<file path="config.mk">
export PLATFORM = sky130hd
export DESIGN_NAME = rsc_top
export DESIGN_NICKNAME = d
export VERILOG_FILES = /design/src/rsc_pkg.sv /design/src/rsc_pin_sync.sv /design/src/rsc_reset_timer.sv /design/src/rsc_top.sv
export VERILOG_INCLUDE_DIRS = /design/src
export SDC_FILE = /design/constraint.sdc
export NUM_CORES = 1
export LEC_CHECK = 0
export BUFFER_PORTS_ARGS = -buffer_cell sky130_fd_sc_hd__buf_2
export CAP_MARGIN = 25
export CORE_AREA = 2 2 76 93
export CTS_BUF_LIST = sky130_fd_sc_hd__clkbuf_8
export CTS_CLUSTER_SIZE = 28
export DETAILED_ROUTE_END_ITERATION = 12
export DIE_AREA = 0 0 78 95
export PLACE_DENSITY_LB_ADDON = 0.25
export SLEW_MARGIN = 10
export SYNTH_ARGS = -nofsm -noshare
export SYNTH_HDL_FRONTEND = slang
export SYNTH_SLANG_ARGS = --single-unit
</file>
<file path="constraint.sdc">
create_clock -name clk -period 6.01 [get_ports clk]
set_clock_uncertainty 0.05 [all_clocks]
set_input_delay 0.3005 -clock clk [delete_from_list [all_inputs] [get_ports clk]]
set_output_delay 0.3005 -clock clk [all_outputs]
set_load 0.01 [all_outputs]
</file>
<file path="src/rsc_cfg.svh">
`ifndef RSC_CFG_SVH
`define RSC_CFG_SVH

`define RSC_ADDR_W 8
`define RSC_DATA_W 32
`define RSC_REG_STATUS 8'h00
`define RSC_REG_CTRL 8'h04
`define RSC_REG_SOURCE 8'h08

`define RSC_ST_BOOT0 0
`define RSC_ST_BOOT1 1
`define RSC_ST_WKP 2
`define RSC_ST_XTAL 3
`define RSC_ST_DBGEN 4
`define RSC_ST_OSCOK 5
`define RSC_ST_INRST 6
`define RSC_CT_SWRST 0
`define RSC_CT_BKPT 1
`define RSC_SRC_LO 0
`define RSC_SRC_HI 1

`define RSC_WKP_LEAD 4
`define RSC_HOLD_CYCLES 32
`define RSC_TRACE0_RST 1'b1
`define RSC_PULL_RST 1'b0
`define RSC_XTAL_RST 1'b0
`define RSC_DBGEN_RST 1'b0

`endif

</file>
<file path="src/rsc_pkg.sv">
package rsc_pkg;

    typedef struct packed {
        logic osc_ref_select_strap;
        logic reset_cfg_select;
        logic debug_event_in;
        logic [0:1] boot_select_strap;
        logic weak_pull_select_strap;
    } rsc_straps_s;

    typedef enum logic [1:0] {
        RSC_BOOT_FLASH,
        RSC_BOOT_SERIAL,
        RSC_BOOT_EXTMEM,
        RSC_BOOT_RSVD
    } rsc_boot_e;

    typedef enum logic [1:0] {
        RSC_SRC_POR,
        RSC_SRC_EXT,
        RSC_SRC_DBG,
        RSC_SRC_SWEXT
    } rsc_src_e;

    typedef enum logic [1:0] {
        RSC_PH_ASSERT,
        RSC_PH_HELD,
        RSC_PH_RUN
    } rsc_phase_e;

    function automatic rsc_boot_e rsc_boot_decode(input logic [0:1] cfg);
        rsc_boot_e mode;
        mode = rsc_boot_e'({cfg[0], cfg[1]});
        return mode;
    endfunction : rsc_boot_decode

endpackage : rsc_pkg

</file>
<file path="src/rsc_pin_sync.sv">
`timescale 1ns/1ps
module rsc_pin_sync #(
    parameter int W = 1
) (
    input wire logic clk,
    input wire logic reset,
    input wire logic clk_en,
    input wire logic [W-1:0] din,
    output logic [W-1:0] dout
);
    logic [W-1:0] s1_q;
    logic [W-1:0] s2_q;
    logic [W-1:0] s3_q;
    logic [W-1:0] out_d;
    logic [W-1:0] out_q;

    // A bit moves only where stages two and three agree
    always_comb begin
        out_d = (s3_q & ~(s2_q ^ s3_q)) | (out_q & (s2_q ^ s3_q));
    end

    always_ff @(posedge clk or posedge reset) begin
        if (reset) begin
            s1_q <= '0;
            s2_q <= '0;
            s3_q <= '0;
            out_q <= '0;
        end else if (clk_en) begin
            s1_q <= din;
            s2_q <= s1_q;
            s3_q <= s2_q;
            out_q <= out_d;
        end
    end

    assign dout = out_q;
endmodule : rsc_pin_sync

</file>
<file path="src/rsc_reset_timer.sv">
`timescale 1ns/1ps
`include "rsc_cfg.svh"
module rsc_reset_timer #(
    parameter int HOLD = `RSC_HOLD_CYCLES,
    parameter int LEAD = `RSC_WKP_LEAD
) (
    input wire logic clk,
    input wire logic reset,
    input wire logic clk_en,
    input wire logic start,
    output logic active,
    output logic lead_hit,
    output logic last
);
    localparam int CW = $clog2(HOLD + 1);
    localparam logic [CW-1:0] LOAD = CW'(HOLD - 1);
    // Pin negates two edges after count zero, so aim one count lower
    localparam logic [CW-1:0] LEAD_CNT = CW'(LEAD - 1);

    logic [CW-1:0] cnt_d;
    logic [CW-1:0] cnt_q;
    logic act_d;
    logic act_q;

    always_comb begin
        cnt_d = cnt_q;
        act_d = act_q;
        if (act_q) begin
            if (cnt_q == '0) begin
                act_d = 1'b0;
            end else begin
                cnt_d = cnt_q - 1'b1;
            end
        end else if (start) begin
            act_d = 1'b1;
            cnt_d = LOAD;
        end
    end

    // Power-on starts a full reset sequence
    always_ff @(posedge clk or posedge reset) begin
        if (reset) begin
            act_q <= 1'b1;
            cnt_q <= LOAD;
        end else if (clk_en) begin
            act_q <= act_d;
            cnt_q <= cnt_d;
        end
    end

    assign active = act_q;
    assign lead_hit = act_q && (cnt_q == LEAD_CNT);
    assign last = act_q && (cnt_q == '0);
endmodule : rsc_reset_timer

</file>
<file path="src/rsc_top.sv">
// The implementer's own choices: the address map and the address-and-strobe port.
`timescale 1ns/1ps
`include "rsc_cfg.svh"
module rsc_top #(
    parameter bit LARGE_PKG = 1'b1,
    parameter bit HAS_EXT_BUS = 1'b1,
    parameter int RST_HOLD_CYCLES = `RSC_HOLD_CYCLES
) (
    input wire logic clk,
    input wire logic reset,
    input wire logic clk_en,
    input rsc_pkg::rsc_straps_s strap_pins,
    input wire logic ext_reset_req_pin,
    input wire logic osc_stable_in,
    input wire logic debug_reset_req,
    input wire logic [`RSC_ADDR_W-1:0] addr,
    input wire logic [`RSC_DATA_W-1:0] wr_data,
    input wire logic wr_en,
    input wire logic rd_en,
    output logic [`RSC_DATA_W-1:0] rd_data,
    output logic reset_output_pin,
    output logic osc_xtal_mode,
    output rsc_pkg::rsc_boot_e boot_mode,
    output logic cfg_word_ext,
    output logic pad_pull_up,
    output logic debug_port_en,
    output logic sync_msg_req,
    output logic breakpoint_req,
    output logic trace_msg0_out
);
    import rsc_pkg::*;

    localparam int SW = $bits(rsc_straps_s);

    rsc_straps_s straps;
    logic [SW-1:0] straps_raw;
    logic [1:0] misc_sync;
    logic ext_req;
    logic osc_ok;
    logic t_active;
    logic t_lead;
    logic t_last;
    logic t_start;
    logic [0:1] boot_eff;

    rsc_phase_e phase_d;
    rsc_phase_e phase_q;
    rsc_src_e src_d;
    rsc_src_e src_q;
    logic wkp_lat_d;
    logic wkp_lat_q;
    logic wkp_rsr_d;
    logic wkp_rsr_q;
    logic [0:1] boot_lat_d;
    logic [0:1] boot_lat_q;
    logic xtal_d;
    logic xtal_q;
    logic dbg_en_d;
    logic dbg_en_q;
    logic pull_d;
    logic pull_q;
    logic trace0_d;
    logic trace0_q;
    rsc_boot_e mode_d;
    rsc_boot_e mode_q;
    logic cfgw_d;
    logic cfgw_q;
    logic rst_out_d;
    logic rst_out_q;

    logic evt_prev_d;
    logic evt_prev_q;
    logic sync_d;
    logic sync_q;
    logic bkpt_d;
    logic bkpt_q;

    logic sw_rst_d;
    logic sw_rst_q;
    logic bkpt_sel_d;
    logic bkpt_sel_q;
    logic [`RSC_DATA_W-1:0] rdata_d;
    logic [`RSC_DATA_W-1:0] rdata_q;

    // All pin straps cross as one bundle; each bit filtered by agreement
    assign straps_raw = strap_pins;

    rsc_pin_sync #(
        .W(SW)
    ) u_strap_sync (
        .clk(clk),
        .reset(reset),
        .clk_en(clk_en),
        .din(straps_raw),
        .dout(straps)
    );

    rsc_pin_sync #(
        .W(2)
    ) u_misc_sync (
        .clk(clk),
        .reset(reset),
        .clk_en(clk_en),
        .din({ext_reset_req_pin, osc_stable_in}),
        .dout(misc_sync)
    );

    assign ext_req = misc_sync[1];
    assign osc_ok = misc_sync[0];

    rsc_reset_timer #(
        .HOLD(RST_HOLD_CYCLES),
        .LEAD(`RSC_WKP_LEAD)
    ) u_timer (
        .clk(clk),
        .reset(reset),
        .clk_en(clk_en),
        .start(t_start),
        .active(t_active),
        .lead_hit(t_lead),
        .last(t_last)
    );

    // A new sequence only starts once the previous one has negated
    assign t_start = (phase_q == RSC_PH_RUN) && (ext_req || debug_reset_req || sw_rst_q);

    // Packages without the external bus tie boot bit 0 low
    always_comb begin
        boot_eff = straps.boot_select_strap;
        if (!HAS_EXT_BUS) begin
            boot_eff[0] = 1'b0;
        end
    end

    always_comb begin
        phase_d = phase_q;
        src_d = src_q;
        wkp_lat_d = wkp_lat_q;
        wkp_rsr_d = wkp_rsr_q;
        boot_lat_d = boot_lat_q;
        xtal_d = xtal_q;
        dbg_en_d = dbg_en_q;
        pull_d = pull_q;
        mode_d = mode_q;
        cfgw_d = cfgw_q;
        rst_out_d = t_active;
        trace0_d = trace0_q;
        if (trace0_q && osc_ok) begin
            trace0_d = 1'b0;
        end
        case (phase_q)
            RSC_PH_ASSERT: begin
                // Live strap drives the pads until the latch point at t_lead
                pull_d = straps.weak_pull_select_strap;
                if (t_lead) begin
                    wkp_lat_d = straps.weak_pull_select_strap;
                    boot_lat_d = boot_eff;
                    if (src_q != RSC_SRC_DBG && src_q != RSC_SRC_SWEXT) begin
                        wkp_rsr_d = straps.weak_pull_select_strap;
                    end
                    phase_d = RSC_PH_HELD;
                end
            end
            RSC_PH_HELD: begin
                pull_d = wkp_lat_q;
                if (t_last) begin
                    dbg_en_d = straps.debug_event_in;
                    if (LARGE_PKG && straps.reset_cfg_select) begin
                        xtal_d = 1'b1;
                    end else begin
                        xtal_d = straps.osc_ref_select_strap;
                    end
                    mode_d = rsc_boot_decode(boot_lat_q);
                    cfgw_d = boot_lat_q[0];
                    phase_d = RSC_PH_RUN;
                end
            end
            RSC_PH_RUN: begin
                // Later strap changes are ignored here
                pull_d = wkp_lat_q;
                if (t_start) begin
                    phase_d = RSC_PH_ASSERT;
                    if (ext_req) begin
                        src_d = RSC_SRC_EXT;
                    end else if (debug_reset_req) begin
                        src_d = RSC_SRC_DBG;
                    end else begin
                        src_d = RSC_SRC_SWEXT;
                    end
                end
            end
            default: begin
                phase_d = RSC_PH_ASSERT;
            end
        endcase
    end

    always_ff @(posedge clk or posedge reset) begin
        if (reset) begin
            phase_q <= RSC_PH_ASSERT;
            src_q <= RSC_SRC_POR;
            wkp_lat_q <= `RSC_PULL_RST;
            wkp_rsr_q <= `RSC_PULL_RST;
            boot_lat_q <= '0;
            xtal_q <= `RSC_XTAL_RST;
            dbg_en_q <= `RSC_DBGEN_RST;
            pull_q <= `RSC_PULL_RST;
            mode_q <= RSC_BOOT_FLASH;
            cfgw_q <= 1'b0;
            rst_out_q <= 1'b1;
            trace0_q <= `RSC_TRACE0_RST;
        end else if (clk_en) begin
            phase_q <= phase_d;
            src_q <= src_d;
            wkp_lat_q <= wkp_lat_d;
            wkp_rsr_q <= wkp_rsr_d;
            boot_lat_q <= boot_lat_d;
            xtal_q <= xtal_d;
            dbg_en_q <= dbg_en_d;
            pull_q <= pull_d;
            mode_q <= mode_d;
            cfgw_q <= cfgw_d;
            rst_out_q <= rst_out_d;
            trace0_q <= trace0_d;
        end
    end

    // Debug event edges, honoured only outside reset with the port enabled
    always_comb begin
        evt_prev_d = straps.debug_event_in;
        sync_d = 1'b0;
        bkpt_d = 1'b0;
        if (phase_q == RSC_PH_RUN && dbg_en_q) begin
            if (straps.debug_event_in && !evt_prev_q) begin
                if (bkpt_sel_q) begin
                    bkpt_d = 1'b1;
                end else begin
                    sync_d = 1'b1;
                end
            end
        end
    end

    always_ff @(posedge clk or posedge reset) begin
        if (reset) begin
            evt_prev_q <= 1'b0;
            sync_q <= 1'b0;
            bkpt_q <= 1'b0;
        end else if (clk_en) begin
            evt_prev_q <= evt_prev_d;
            sync_q <= sync_d;
            bkpt_q <= bkpt_d;
        end
    end

    // Register port: software reset request self-clears once taken
    always_comb begin
        sw_rst_d = sw_rst_q;
        bkpt_sel_d = bkpt_sel_q;
        rdata_d = '0;
        if (t_start) begin
            sw_rst_d = 1'b0;
        end
        if (wr_en && addr == `RSC_REG_CTRL) begin
            bkpt_sel_d = wr_data[`RSC_CT_BKPT];
            if (wr_data[`RSC_CT_SWRST]) begin
                sw_rst_d = 1'b1;
            end
        end
        if (rd_en) begin
            case (addr)
                `RSC_REG_STATUS: begin
                    rdata_d[`RSC_ST_BOOT0] = boot_lat_q[0];
                    rdata_d[`RSC_ST_BOOT1] = boot_lat_q[1];
                    rdata_d[`RSC_ST_WKP] = wkp_rsr_q;
                    rdata_d[`RSC_ST_XTAL] = xtal_q;
                    rdata_d[`RSC_ST_DBGEN] = dbg_en_q;
                    rdata_d[`RSC_ST_OSCOK] = osc_ok;
                    rdata_d[`RSC_ST_INRST] = t_active;
                end
                `RSC_REG_CTRL: begin
                    rdata_d[`RSC_CT_SWRST] = sw_rst_q;
                    rdata_d[`RSC_CT_BKPT] = bkpt_sel_q;
                end
                `RSC_REG_SOURCE: begin
                    rdata_d[`RSC_SRC_HI:`RSC_SRC_LO] = src_q;
                end
                default: begin
                    rdata_d = '0;
                end
            endcase
        end
    end

    always_ff @(posedge clk or posedge reset) begin
        if (reset) begin
            sw_rst_q <= 1'b0;
            bkpt_sel_q <= 1'b0;
            rdata_q <= '0;
        end else if (clk_en) begin
            sw_rst_q <= sw_rst_d;
            bkpt_sel_q <= bkpt_sel_d;
            rdata_q <= rdata_d;
        end
    end

    assign rd_data = rdata_q;
    assign reset_output_pin = rst_out_q;
    assign osc_xtal_mode = xtal_q;
    assign boot_mode = mode_q;
    assign cfg_word_ext = cfgw_q;
    assign pad_pull_up = pull_q;
    assign debug_port_en = dbg_en_q;
    assign sync_msg_req = sync_q;
    assign breakpoint_req = bkpt_q;
    assign trace_msg0_out = trace0_q;
endmodule : rsc_top

</file>
==> impl_metrics.prom, run 1 <==
# TYPE chip_impl_metric gauge
chip_impl_info{name="yosys.area.top_type",value="sky130_fd_sc_hd__dfrtp_1"} 1
chip_impl_info{name="synth-main-ff-cell",value="sky130_fd_sc_hd__dfrtp_1"} 1
chip_impl_metric{name="timing_hold_violations_final",unit=""} 0
chip_impl_info{name="hp-class",value="in -> async"} 1
chip_impl_metric{name="power.net_switching",unit="W"} 0.000315
chip_impl_metric{name="place_ws",unit="ns"} 3.75
chip_impl_metric{name="cts_buffers",unit=""} 9
chip_impl_metric{name="regToRegSetupSlack",unit="ns"} 3.74
chip_impl_metric{name="yosys_warnings",unit=""} 0
chip_impl_metric{name="synth.mux.area_fraction",unit=""} 0.130
chip_impl_metric{name="max_cap_violations",unit=""} 0
chip_impl_metric{name="finalNonFillerCells",unit=""} 420
chip_impl_metric{name="slew_headroom",unit=""} 0.467
chip_impl_metric{name="estimated_wirelength_of_the_detail_placed_design",unit="mm"} 3.53
chip_impl_info{name="synth_top_family_by_area",value="multiplexers"} 1
chip_impl_metric{name="cts_setup_buffers",unit=""} 0
chip_impl_info{name="clk_root_buffer_cell",value="sky130_fd_sc_hd__clkbuf_8"} 1
chip_impl_metric{name="gpl.final_weighted_congestion",unit=""} 0.729
chip_impl_metric{name="finalCriticalPeriod",unit="ns"} 2.27
chip_impl_metric{name="num-nets-final",unit=""} 389
chip_impl_metric{name="clkPwrFrac",unit=""} 0.332
chip_impl_metric{name="global_route_wire_length_before_repair",unit="mm"} 8.68
chip_impl_metric{name="die_area",unit="sq mm"} 0.00741
chip_impl_metric{name="post-route-worst-setup-slack",unit="ns"} 3.74
chip_impl_metric{name="p_int",unit="W"} 0.000782
chip_impl_info{name="rsz0062_at_grt",value="no"} 1
chip_impl_info{name="critical_path.startpoint_type",value="flop"} 1
chip_impl_metric{name="power_density",unit="mW/mm^2"} 311
chip_impl_metric{name="synth_enable_flop_cells",unit=""} 0
chip_impl_metric{name="drt_wl_total",unit="mm"} 5.27
chip_impl_metric{name="total_standard_cell_area_after_synthesis",unit="sq mm"} 0.00316
chip_impl_metric{name="area_delta_synth_final",unit="%"} 11.4
chip_impl_info{name="critPathKind",value="reg -> reg"} 1
chip_impl_metric{name="pin_count",unit=""} 96
chip_impl_metric{name="synthesis.area_per_instance",unit="sq um"} 11.0
chip_impl_metric{name="floorplan.initialDensity",unit=""} 0.479
chip_impl_metric{name="placed_cells",unit=""} 404
chip_impl_metric{name="via_count",unit=""} 2086
chip_impl_metric{name="setup_total_negative_slack",unit="ns"} 0
chip_impl_metric{name="clkTransAtPathRegs",unit="ns"} 0.07
chip_impl_metric{name="final-setup-viol-count",unit=""} 0
chip_impl_info{name="tritoncts",value="done"} 1
chip_impl_info{name="status",value="complete, no violations"} 1
chip_impl_metric{name="cts_repair_resize_count",unit=""} 0
chip_impl_metric{name="grt_max_degree",unit=""} 71
chip_impl_metric{name="clkLatencyLatePin",unit="ns"} 0.34
chip_impl_info{name="critPathCaptureType",value="flop"} 1
chip_impl_metric{name="peakVddDrop",unit="V"} 0.000242
chip_impl_metric{name="via_count_of_the_first_global_routing_pass",unit=""} 1864
chip_impl_metric{name="finalCritPeriodShare",unit=""} 0.378
chip_impl_metric{name="postCtsHoldBufs",unit=""} 0
chip_impl_metric{name="wl_per_cell",unit="um"} 12.5
chip_impl_metric{name="power_switching_share",unit=""} 0.287
chip_impl_metric{name="maxSlewViolCount",unit=""} 0
chip_impl_metric{name="number_of_instances_in_the_synthesized_netlist",unit=""} 288
chip_impl_metric{name="number_of_distinct_library_cells_after_synthesis",unit=""} 38
chip_impl_metric{name="crit_required",unit="ns"} 6.18
chip_impl_metric{name="combPwrFrac",unit=""} 0.146
chip_impl_metric{name="drt-initial-drc-count",unit=""} 107
chip_impl_metric{name="synth-adder-area-share",unit=""} 0.0277
chip_impl_metric{name="final.fill_count",unit=""} 599
chip_impl_metric{name="ys_ff_latch",unit=""} 66
chip_impl_metric{name="number_of_antenna_violations_at_the_first_check_in_global_routing",unit=""} 0
chip_impl_metric{name="synth_compound_area_frac",unit=""} 0.103
chip_impl_metric{name="die_height",unit="um"} 95
chip_impl_metric{name="overflow",unit=""} 0
chip_impl_metric{name="ff2ff_path_depth",unit=""} 3
chip_impl_metric{name="worstMarginPinSlew",unit="ns"} 0.799
chip_impl_metric{name="achievable-frequency",unit="MHz"} 441
chip_impl_metric{name="synth_simple_gate_area_share",unit=""} 0.112
chip_impl_metric{name="final_layout_size_suffix_gt1_frac",unit=""} 0.315
chip_impl_metric{name="route.detailed.drc",unit=""} 0
chip_impl_metric{name="seq_power_share",unit=""} 0.522
chip_impl_metric{name="ant_nets_after_route",unit=""} 0
chip_impl_info{name="synth.area.top_cells",value="sky130_fd_sc_hd__dfrtp_1 (46%), sky130_fd_sc_hd__mux2_2 (12%), sky130_fd_sc_hd__dfstp_2 (6.6%)"} 1
chip_impl_metric{name="ys_seq_area_frac",unit=""} 0.525
chip_impl_metric{name="detail_route.vias_per_cell",unit=""} 4.97
chip_impl_metric{name="dr.pass1.iters",unit=""} 5
chip_impl_metric{name="globalRouteTotalUtil",unit=""} 0.154
chip_impl_metric{name="crit_path_max_fanout",unit=""} 10
chip_impl_metric{name="ctsHtreeMaxLevel",unit=""} 3
chip_impl_metric{name="core_rows",unit=""} 33
chip_impl_metric{name="asyncSetResetFlopFracSynth",unit=""} 1.00
chip_impl_metric{name="n_antenna_cell",unit=""} 0
chip_impl_metric{name="floorplan.die.width",unit="um"} 78
chip_impl_metric{name="clock_sinks",unit=""} 66
chip_impl_metric{name="portBuffers",unit=""} 40
chip_impl_metric{name="worst_ep_arrival_time",unit="ns"} 2.44
chip_impl_metric{name="synthXorXnorAreaFrac",unit=""} 0
chip_impl_metric{name="design.core.area",unit="sq mm"} 0.00661
chip_impl_metric{name="synthDominantCellAreaShare",unit=""} 0.459
chip_impl_metric{name="cts_buffer_depth",unit=""} 2
chip_impl_metric{name="cellLeakagePower",unit="nW"} 1.65
-- per-layer routing --
metal / wire [um] / share of wire / track usage
met4: 112 / 0.021 / 0.0804
met1: 2290 / 0.43 / 0.183
met5: 0 / 0 / 0
met3: 268 / 0.051 / 0.0449
met2: 2600 / 0.49 / 0.253
-- synthesized netlist by cell type, types with 2 or more instances --
master and n:
sky130_fd_sc_hd__a21oi_1 20, sky130_fd_sc_hd__a31oi_1 6, sky130_fd_sc_hd__buf_4 27, sky130_fd_sc_hd__clkbuf_1 8, sky130_fd_sc_hd__dfrtp_1 58, sky130_fd_sc_hd__dfstp_2 8, sky130_fd_sc_hd__ha_1 7, sky130_fd_sc_hd__inv_1 19
sky130_fd_sc_hd__mux2_2 33, sky130_fd_sc_hd__mux2i_1 4, sky130_fd_sc_hd__nand2_1 15, sky130_fd_sc_hd__nand2b_1 12, sky130_fd_sc_hd__nand3_1 4, sky130_fd_sc_hd__nand4_1 2, sky130_fd_sc_hd__nor2_1 22, sky130_fd_sc_hd__nor3_1 3
sky130_fd_sc_hd__nor3_4 2, sky130_fd_sc_hd__o21ai_0 12, sky130_fd_sc_hd__o22ai_1 6, sky130_fd_sc_hd__o41ai_1 2
-- logic make-up after synthesis --
| logic type | after synthesis |
|---|---|
| adder cells (fa/ha/maj) | 7 |
| AO/OA/AOI/OAI | 54 |
| AND/OR/NAND/NOR | 67 |
| buffers and inverters | 56 |
| other | 1 |
| multiplexers | 37 |
| flip-flops | 66 |
-- worst max-delay path, cell delays in order, from the launching register on --
cell	delay (ns)
sky130_fd_sc_hd__dfstp_2	0.64
sky130_fd_sc_hd__or4b_1	0.69
sky130_fd_sc_hd__nor3_4	0.40
sky130_fd_sc_hd__mux2_2	0.37
-- cell usage in the layout (no fill, tap or decap), types with 2 or more instances in the layout --
master	count
sky130_fd_sc_hd__buf_2	40
sky130_fd_sc_hd__mux2_2	33
sky130_fd_sc_hd__clkinvlp_4	4
sky130_fd_sc_hd__dfrtp_1	58
sky130_fd_sc_hd__a21oi_1	20
sky130_fd_sc_hd__nor3_4	2
sky130_fd_sc_hd__conb_1	25
sky130_fd_sc_hd__o21ai_0	12
sky130_fd_sc_hd__clkbuf_8	9
sky130_fd_sc_hd__nand2_1	15
sky130_fd_sc_hd__nand3_1	4
sky130_fd_sc_hd__inv_1	18
sky130_fd_sc_hd__nand2b_1	12
sky130_fd_sc_hd__clkinv_2	2
sky130_fd_sc_hd__nor3_1	3
sky130_fd_sc_hd__o22ai_1	6
sky130_fd_sc_hd__a31oi_1	6
sky130_fd_sc_hd__nor2_1	22
sky130_fd_sc_hd__nand4_1	2
sky130_fd_sc_hd__dfstp_2	8
sky130_fd_sc_hd__o41ai_1	2
sky130_fd_sc_hd__mux2i_1	4
sky130_fd_sc_hd__ha_1	7
sky130_fd_sc_hd__buf_4	2
-- final timing paths --
path | from | to
max reg2reg | u_timer.active | boot_mode[0]
min | reset | u_strap_sync.s1_q[5]
max | u_timer.active | boot_mode[0]
max in group asynchronous | reset | u_strap_sync.s3_q[0]
min in group clk | strap_pins[2] | u_strap_sync.s1_q[2]
min reg2reg | reset_output_pin | reset_output_pin
-- metrics by stage --
stage                util  area, sq um  hold WS (ns)  power [W]
floorplan               -         3250         0.383   0.000709
global placement    0.504         3330         0.409   0.000733
detailed placement  0.504         3330         0.422   0.000743
CTS                 0.534         3520         0.125    0.00111
global route        0.534         3520         0.123    0.00116
finish              0.534         3520         0.128    0.00110
-- layout make-up --
class / instances / area, sq um / area share
timing repair buffer: 42 / 215 / 0.0611
clock inverter: 7 / 70.1 / 0.0199
tap: 87 / 109 / 0.0309
multi-input combinational: 190 / 1270 / 0.361
clock buffer: 9 / 124 / 0.0351
inverter: 19 / 71.3 / 0.0202
sequential: 66 / 1660 / 0.471
-- power by group through the flow --
stage / sequential [W] / clock, W / combinational [W]
finish: 0.000573 / 0.000364 / 0.000160
global route: 0.000583 / 0.000394 / 0.000185
CTS: 0.000573 / 0.000372 / 0.000163
global placement: 0.000578 / 0 / 0.000156
detailed placement: 0.000581 / 0 / 0.000162
floorplan: 0.000563 / 0 / 0.000145
Note: power is estimated with default switching activity, not from simulation.
==> run 2, diff against run 1 <==
- ABC_AREA: not set -> 1
- clock period: 6.01 -> 2.1 ns (I/O delays scaled with it)
==> run 2 against run 1 <==
Compared with the run above: setup slack lost 3.3 ns; non-clock buffer count increased by 14; clock-buffer cell count rose by 1; final cell count up 24%; first-iteration DRC count is 30% lower; sequential share of layout area decreased by 1.7 points.
==> impl_metrics.prom, run 2 <==
# TYPE chip_impl_metric gauge
chip_impl_metric{name="fin_hold_ws",unit="ns"} 0.0700
chip_impl_metric{name="pin_count",unit=""} 96
chip_impl_metric{name="die_height",unit="um"} 95
chip_impl_info{name="critPathKind",value="reg -> reg"} 1
chip_impl_metric{name="gpl.final_weighted_congestion",unit=""} 0.860
chip_impl_metric{name="cts_repair_resize_count",unit=""} 0
chip_impl_metric{name="ctsHtreeMaxLevel",unit=""} 3
chip_impl_metric{name="ff2ff_path_depth",unit=""} 9
chip_impl_metric{name="detail_route.vias_per_cell",unit=""} 4.59
chip_impl_info{name="synth-main-ff-cell",value="sky130_fd_sc_hd__dfrtp_1"} 1
chip_impl_metric{name="number_of_instances_in_the_synthesized_netlist",unit=""} 374
chip_impl_metric{name="synthesis.area_per_instance",unit="sq um"} 8.46
chip_impl_metric{name="synth_enable_flop_cells",unit=""} 0
chip_impl_metric{name="yosys_warnings",unit=""} 0
chip_impl_metric{name="cts_buffer_depth",unit=""} 2
chip_impl_metric{name="estimated_wirelength_of_the_detail_placed_design",unit="mm"} 3.87
chip_impl_metric{name="cellLeakagePower",unit="nW"} 1.91
chip_impl_metric{name="final.fill_count",unit=""} 634
chip_impl_metric{name="clkTransAtPathRegs",unit="ns"} 0.08
chip_impl_metric{name="ant_nets_after_route",unit=""} 0
chip_impl_metric{name="number_of_antenna_violations_at_the_first_check_in_global_routing",unit=""} 0
chip_impl_metric{name="achievable-frequency",unit="MHz"} 591
chip_impl_metric{name="die_area",unit="sq mm"} 0.00741
chip_impl_metric{name="portBuffers",unit=""} 40
chip_impl_metric{name="power_density",unit="mW/mm^2"} 922
chip_impl_metric{name="ys_seq_area_frac",unit=""} 0.525
chip_impl_metric{name="clkLatencyLatePin",unit="ns"} 0.34
chip_impl_info{name="most-common-layout-cells",value="sky130_fd_sc_hd__nand2_1 (131), sky130_fd_sc_hd__dfrtp_1 (58), sky130_fd_sc_hd__buf_2 (40)"} 1
chip_impl_metric{name="dr.pass1.iters",unit=""} 6
chip_impl_metric{name="peakVddDrop",unit="V"} 0.000418
chip_impl_metric{name="total_standard_cell_area_after_synthesis",unit="sq mm"} 0.00316
chip_impl_metric{name="area_delta_synth_final",unit="%"} 15.7
chip_impl_metric{name="synthDominantCellAreaShare",unit=""} 0.459
chip_impl_metric{name="maxSlewViolCount",unit=""} 0
chip_impl_metric{name="setup_total_negative_slack",unit="ns"} 0
chip_impl_info{name="hp-class",value="in -> reg"} 1
chip_impl_metric{name="drt_wl_total",unit="mm"} 5.61
chip_impl_info{name="yosysMostFrequentCell",value="sky130_fd_sc_hd__nand2_1"} 1
chip_impl_metric{name="number_of_distinct_library_cells_after_synthesis",unit=""} 30
chip_impl_metric{name="overflow",unit=""} 0
chip_impl_info{name="worst_path_max_delay_cell",value="sky130_fd_sc_hd__dfstp_2"} 1
chip_impl_metric{name="cts_buffers",unit=""} 9
chip_impl_metric{name="floorplan.die.width",unit="um"} 78
chip_impl_info{name="critPathCaptureType",value="flop"} 1
chip_impl_metric{name="drt-initial-drc-count",unit=""} 75
chip_impl_metric{name="critical_path.max_stage_delay",unit="ns"} 0.54
chip_impl_metric{name="slew_headroom",unit=""} 0.510
chip_impl_metric{name="globalRouteTotalUtil",unit=""} 0.164
chip_impl_metric{name="crit_required",unit="ns"} 2.27
chip_impl_metric{name="cts_setup_buffers",unit=""} 0
chip_impl_info{name="most_common_library_cell_in_the_layout_ignoring_fill_and_taps",value="sky130_fd_sc_hd__nand2_1"} 1
chip_impl_metric{name="regToRegSetupSlack",unit="ns"} 0.41
chip_impl_metric{name="postCtsHoldBufs",unit=""} 12
chip_impl_info{name="critical_path.startpoint_type",value="flop"} 1
chip_impl_metric{name="final-setup-viol-count",unit=""} 0
chip_impl_metric{name="global_route_wire_length_before_repair",unit="mm"} 9.49
chip_impl_info{name="yosys.area.top_type",value="sky130_fd_sc_hd__dfrtp_1"} 1
chip_impl_metric{name="via_count_of_the_first_global_routing_pass",unit=""} 2220
chip_impl_metric{name="wl_per_cell",unit="um"} 10.7
chip_impl_metric{name="timing_hold_violations_final",unit=""} 0
chip_impl_metric{name="max_cap_violations",unit=""} 0
chip_impl_info{name="hold_path.startpoint",value="rd_en"} 1
chip_impl_info{name="ff_to_ff_end",value="u_timer.cnt_q[5]"} 1
chip_impl_metric{name="finalCritPeriodShare",unit=""} 0.806
chip_impl_metric{name="clock_sinks",unit=""} 66
chip_impl_metric{name="crit_path_max_fanout",unit=""} 11
chip_impl_metric{name="n_antenna_cell",unit=""} 0
chip_impl_metric{name="floorplan.initialDensity",unit=""} 0.479
chip_impl_info{name="synth.area.top_cells",value="sky130_fd_sc_hd__dfrtp_1 (46%), sky130_fd_sc_hd__nand2_1 (16%), sky130_fd_sc_hd__dfstp_2 (6.6%)"} 1
chip_impl_metric{name="worstMarginPinSlew",unit="ns"} 0.734
chip_impl_metric{name="worst_ep_arrival_time",unit="ns"} 1.86
chip_impl_info{name="crit_path_cell_trace",value="inv_1 -> ha_1 -> nand2_1 -> nor2_2 -> a21oi_2 -> buf_4 -> inv_1 -> nand2_1 -> o21ai_0"} 1
chip_impl_metric{name="grt_max_degree",unit=""} 46
chip_impl_metric{name="route.detailed.drc",unit=""} 0
chip_impl_info{name="hold-path-endpoint",value="rd_data[1]"} 1
chip_impl_info{name="rr_startpoint",value="u_timer.cnt_q[0]"} 1
chip_impl_metric{name="finalCriticalPeriod",unit="ns"} 1.69
chip_impl_info{name="clk_root_buffer_cell",value="sky130_fd_sc_hd__clkbuf_8"} 1
chip_impl_metric{name="num-nets-final",unit=""} 491
chip_impl_info{name="tritoncts",value="done"} 1
chip_impl_metric{name="design.core.area",unit="sq mm"} 0.00661
chip_impl_metric{name="ys_ff_latch",unit=""} 66
chip_impl_metric{name="timing.hold.worst_path_depth",unit=""} 5
chip_impl_info{name="status",value="complete, no violations"} 1
chip_impl_info{name="rsz0062_at_grt",value="no"} 1
chip_impl_metric{name="core_rows",unit=""} 33
chip_impl_metric{name="final_layout_size_suffix_gt1_frac",unit=""} 0.193
chip_impl_metric{name="asyncSetResetFlopFracSynth",unit=""} 1.00
chip_impl_info{name="synthTopCellsByCount",value="sky130_fd_sc_hd__nand2_1 (131), sky130_fd_sc_hd__dfrtp_1 (58), sky130_fd_sc_hd__inv_1 (31), sky130_fd_sc_hd__o21ai_0 (30), sky130_fd_sc_hd__buf_4 (27)"} 1
chip_impl_metric{name="via_count",unit=""} 2395
[run 2: cell types whose count changed after synthesis, moves of 5 or more]
cell                       before  now
sky130_fd_sc_hd__buf_2          0    5
sky130_fd_sc_hd__clkbuf_1       8    2
sky130_fd_sc_hd__nand3_1        4   13
sky130_fd_sc_hd__o22ai_1        6    0
sky130_fd_sc_hd__o21ai_1        0    9
sky130_fd_sc_hd__a31oi_1        6    0
sky130_fd_sc_hd__o21ai_0       12   30
sky130_fd_sc_hd__nand2_1       15  131
sky130_fd_sc_hd__mux2_2        33    0
sky130_fd_sc_hd__inv_1         19   31
sky130_fd_sc_hd__nand2b_1      12    0
sky130_fd_sc_hd__a21oi_1       20    1
[run 2: area by class of cell]
type / count / area, sq um / area share
Clock inverter: 6 / 42.5 / 0.0116
Timing Repair Buffer: 56 / 363 / 0.0992
Inverter: 32 / 120 / 0.0328
Sequential cell: 66 / 1660 / 0.454
Clock buffer: 10 / 138 / 0.0376
Tap cell: 87 / 109 / 0.0298
Multi-Input combinational cell: 265 / 1220 / 0.335
[run 2: cells by family (layout without fill, tap and decap cells)]
group | after synthesis | after routing | synth area share
AO/OA/AOI/OAI | 52 | 52 | 0.0941
multiplexers | 1 | 1 | 0.00316
AND/OR/NAND/NOR | 178 | 178 | 0.227
buffers and inverters | 67 | 104 | 0.116
flip-flops | 66 | 66 | 0.525
adder cells (fa/ha/maj) | 7 | 7 | 0.0277
other | 1 | 25 | 0.00119
XOR/XNOR | 2 | 2 | 0.00554
[run 2: critical path: cells and delay by family (launching register included)]
family          cells  cell delay, ns
buf+inv             3            0.38
compound gates      2            0.17
flops               1            0.54
fa+ha+maj           1            0.23
simple gates        3            0.21
[run 2: worst max path at each step]
| stage | start | endpoint | slack [ns] | cells past startpoint |
|---|---|---|---|---|
| final | u_timer.cnt_q[0] | u_timer.cnt_q[5] | 0.41 | 9 |
| after global routing | u_timer.cnt_q[0] | u_timer.cnt_q[5] | 0.32 | 9 |
| after CTS | u_timer.cnt_q[0] | u_timer.cnt_q[5] | 0.39 | 9 |
| after detailed placement | u_timer.cnt_q[0] | u_timer.cnt_q[5] | 0.40 | 9 |
| after global placement | u_timer.cnt_q[0] | u_timer.cnt_q[5] | 0.46 | 9 |
| after floorplan | reset | async pin | 0.30 | 1 |
[run 2: report_power, final]
group	total [W]	internal, W	switching [W]
combinational	0.000735	0.000285	0.000450
sequential	0.00169	0.00153	0.000158
clock	0.000947	0.000459	0.000487
[run 2: layer usage]
metal / share of wire / global-route usage
met1: 0.46 / 0.199
met2: 0.48 / 0.278
met3: 0.042 / 0.0306
met5: 0 / 0
met4: 0.020 / 0.0877
[run 2: stage by stage]
stage               power, W  worst slack, ns   util  instances  cell area [sq um]
floorplan            0.00230            0.303      -        398               3250
global placement     0.00241            0.459  0.508        494               3360
detailed placement   0.00245            0.404  0.508        494               3360
CTS                  0.00343            0.389  0.554        522               3660
global route         0.00363            0.316  0.554        522               3660
finish               0.00337            0.407  0.554        522               3660
==> run 3, diff against run 2 <==
- ABC_AREA: 1 -> 0
- clock period: 2.1 -> 1.7 ns (I/O delays scaled with it)
==> run 3 against run 2 <==
Compared with the run above: the run now ends with setup timing left; design area rose by 5.1%; combinational power barely moved; setup slack got worse by 0.56 ns; final cell count fell by 14%; fmax fell by 8.6%; non-clock buffer count rose by 16; register-to-register slack got worse by 0.56 ns; critical path depth fell by 6; clock power rose by 27%.
==> impl_metrics.prom, run 3 (same netlist as run 1, synthesis figures left out) <==
# TYPE chip_impl_metric gauge
chip_impl_metric{name="die_area",unit="sq mm"} 0.00741
chip_impl_metric{name="drt_wl_total",unit="mm"} 6.05
chip_impl_metric{name="timing_hold_violations_final",unit=""} 0
chip_impl_metric{name="route.detailed.drc",unit=""} 0
chip_impl_metric{name="ant_nets_after_route",unit=""} 0
chip_impl_info{name="tritoncts",value="done"} 1
chip_impl_info{name="most-common-layout-cells",value="sky130_fd_sc_hd__dfrtp_1 (58), sky130_fd_sc_hd__buf_2 (40), sky130_fd_sc_hd__mux2_2 (29)"} 1
chip_impl_metric{name="clkLatencyLatePin",unit="ns"} 0.33
chip_impl_metric{name="wl_per_cell",unit="um"} 13.4
chip_impl_metric{name="final_layout_size_suffix_gt1_frac",unit=""} 0.352
chip_impl_metric{name="global_route_wire_length_before_repair",unit="mm"} 9.47
chip_impl_metric{name="ff2ff_path_depth",unit=""} 3
chip_impl_metric{name="floorplan.die.width",unit="um"} 78
chip_impl_metric{name="area_delta_synth_final",unit="%"} 21.5
chip_impl_metric{name="crit_required",unit="ns"} 1.86
chip_impl_metric{name="finalCriticalPeriod",unit="ns"} 1.85
chip_impl_metric{name="met3WireLength",unit="um"} 215
chip_impl_metric{name="num-nets-final",unit=""} 420
chip_impl_metric{name="gpl.final_weighted_congestion",unit=""} 0.761
chip_impl_info{name="critPathKind",value="reg -> reg"} 1
chip_impl_info{name="clk_root_buffer_cell",value="sky130_fd_sc_hd__clkbuf_8"} 1
chip_impl_metric{name="core_rows",unit=""} 33
chip_impl_metric{name="dr_wl_met2",unit="mm"} 3.24
chip_impl_metric{name="fin_util",unit=""} 0.582
chip_impl_metric{name="fin_hold_ws",unit="ns"} 0.0137
chip_impl_metric{name="ctsHtreeMaxLevel",unit=""} 3
chip_impl_metric{name="number_of_antenna_violations_at_the_first_check_in_global_routing",unit=""} 0
chip_impl_metric{name="regToRegSetupSlack",unit="ns"} -0.15
chip_impl_metric{name="drt-initial-drc-count",unit=""} 114
chip_impl_metric{name="post-route-worst-setup-slack",unit="ns"} -0.153
chip_impl_metric{name="pin_count",unit=""} 96
chip_impl_metric{name="place_ws",unit="ns"} -0.149
chip_impl_info{name="critical_path.startpoint_type",value="flop"} 1
chip_impl_metric{name="cts_buffers",unit=""} 9
chip_impl_metric{name="final-setup-viol-count",unit=""} 13
chip_impl_metric{name="estimated_wirelength_of_the_detail_placed_design",unit="mm"} 4.07
chip_impl_metric{name="worst_ep_arrival_time",unit="ns"} 2.01
chip_impl_metric{name="finalCritPeriodShare",unit=""} 1.09
chip_impl_info{name="status",value="finished, violations left"} 1
chip_impl_info{name="highest-signal-layer",value="met4"} 1
chip_impl_metric{name="worstMarginPinSlew",unit="ns"} 0.675
chip_impl_info{name="ff_to_ff_end",value="debug_port_en"} 1
chip_impl_metric{name="maxSlewViolCount",unit=""} 0
chip_impl_metric{name="detail_route.vias_per_cell",unit=""} 4.98
chip_impl_info{name="worstSetupEndpoint",value="debug_port_en"} 1
chip_impl_metric{name="floorplan.initialDensity",unit=""} 0.479
chip_impl_info{name="rr_startpoint",value="u_timer.active"} 1
chip_impl_metric{name="dr.pass1.iters",unit=""} 4
chip_impl_metric{name="crit_path_max_fanout",unit=""} 5
chip_impl_metric{name="portBuffers",unit=""} 40
chip_impl_metric{name="drt-met1-wl",unit="mm"} 2.55
chip_impl_metric{name="globalRouteTotalUtil",unit=""} 0.165
chip_impl_metric{name="cts_buffer_depth",unit=""} 2
chip_impl_metric{name="power_density",unit="mW/mm^2"} 1030
chip_impl_metric{name="overflow",unit=""} 0
chip_impl_info{name="rsz0062_at_grt",value="yes"} 1
chip_impl_metric{name="clock_sinks",unit=""} 66
chip_impl_metric{name="peakVddDrop",unit="V"} 0.000688
chip_impl_metric{name="slew_headroom",unit=""} 0.549
chip_impl_metric{name="cellLeakagePower",unit="nW"} 1.82
chip_impl_metric{name="design.core.area",unit="sq mm"} 0.00661
chip_impl_info{name="critPathLaunch",value="u_timer.active"} 1
chip_impl_metric{name="clkTransAtPathRegs",unit="ns"} 0.07
chip_impl_info{name="violations",value="setup timing"} 1
chip_impl_metric{name="max_cap_violations",unit=""} 0
chip_impl_metric{name="grt_max_degree",unit=""} 35
chip_impl_metric{name="via_count",unit=""} 2248
chip_impl_info{name="hp-class",value="in -> reg"} 1
chip_impl_metric{name="achievable-frequency",unit="MHz"} 540
chip_impl_info{name="most_common_library_cell_in_the_layout_ignoring_fill_and_taps",value="sky130_fd_sc_hd__dfrtp_1"} 1
chip_impl_metric{name="die_height",unit="um"} 95
chip_impl_metric{name="n_antenna_cell",unit=""} 0
chip_impl_info{name="critPathCaptureType",value="flop"} 1
chip_impl_metric{name="via_count_of_the_first_global_routing_pass",unit=""} 2052
run 3: cell count changes in the layout (fill, tap and decap cells not counted), sizes merged, moves of 3 or more:
cell	before	now
nor3	0	6
nor2	28	22
a31oi	0	6
nand3	14	4
inv	32	20
mux2	0	33
nand2	133	15
nand2b	0	12
a21oi	3	20
mux2i	1	4
o211ai	3	0
o22ai	0	6
buf	44	61
o21ai	43	12
run 3: worst min-delay path by stage:
stage / start / end / slack, ns / cells past startpoint
6_report: rd_en / rd_data[0] / 0.01 / 3
5_1_grt: rd_en / rd_data[0] / 0.03 / 3
4_1_cts: rd_en / rd_data[0] / 0.01 / 3
3_5_place_dp: reset / u_strap_sync.s1_q[2] / 0.18 / 2
3_3_place_gp: reset / u_strap_sync.s1_q[2] / 0.16 / 2
2_1_floorplan: wr_data[0] / sw_rst_q / 0.17 / 1
run 3: power breakdown:
| group | internal (W) | total, W | leakage, nW | switching [W] |
|---|---|---|---|---|
| clock network | 0.000634 | 0.00120 | 0.105 | 0.000565 |
| logic | 0.000360 | 0.000738 | 0.885 | 0.000378 |
| registers | 0.00183 | 0.00201 | 0.829 | 0.000178 |
run 3: metrics by stage:
step / area (sq um) / setup TNS [ns] / power [W] / std cells
2_1_floorplan: 3280 / -1.98 / 0.00251 / 312
3_3_place_gp: 3480 / -0.791 / 0.00268 / 420
3_5_place_dp: 3480 / -1.00 / 0.00272 / 420
4_1_cts: 3780 / -1.33 / 0.00394 / 448
5_1_grt: 3840 / -2.29 / 0.00417 / 451
6_report: 3840 / -1.47 / 0.00395 / 451
run 3: what timing repair did:
item | 4_1_cts | 5_1_grt
setup endpoints to repair | 12 | 17
pin swaps | 0 | 1
gates cloned | 0 | 1
buffers inserted | 1 | 2
hold buffers | 11 | 0
endpoints found under the hold margin | 30 | 0
resized for setup | 0 | 10
run 3: area by class of cell:
type	count	area (sq um)
clock inverter	4	17.5
fill	597	2760
inverter	19	75.1
timing repair buffer	72	484
sequential	66	1660
tap	87	109
clock buffer	12	165
multi-input combinational	191	1330
run 3: metal layers:
layer,vias up,GRT usage
met3,5,0.0373
li1,1085,-
met1,1102,0.202
met4,0,0.0570
met5,-,0
met2,56,0.287
run 3: critical path, cell delays in order, from the launching register on:
cell and delay (ns):
sky130_fd_sc_hd__dfstp_2 0.54, sky130_fd_sc_hd__or4b_4 0.52, sky130_fd_sc_hd__nor3_4 0.25, sky130_fd_sc_hd__mux2_2 0.36
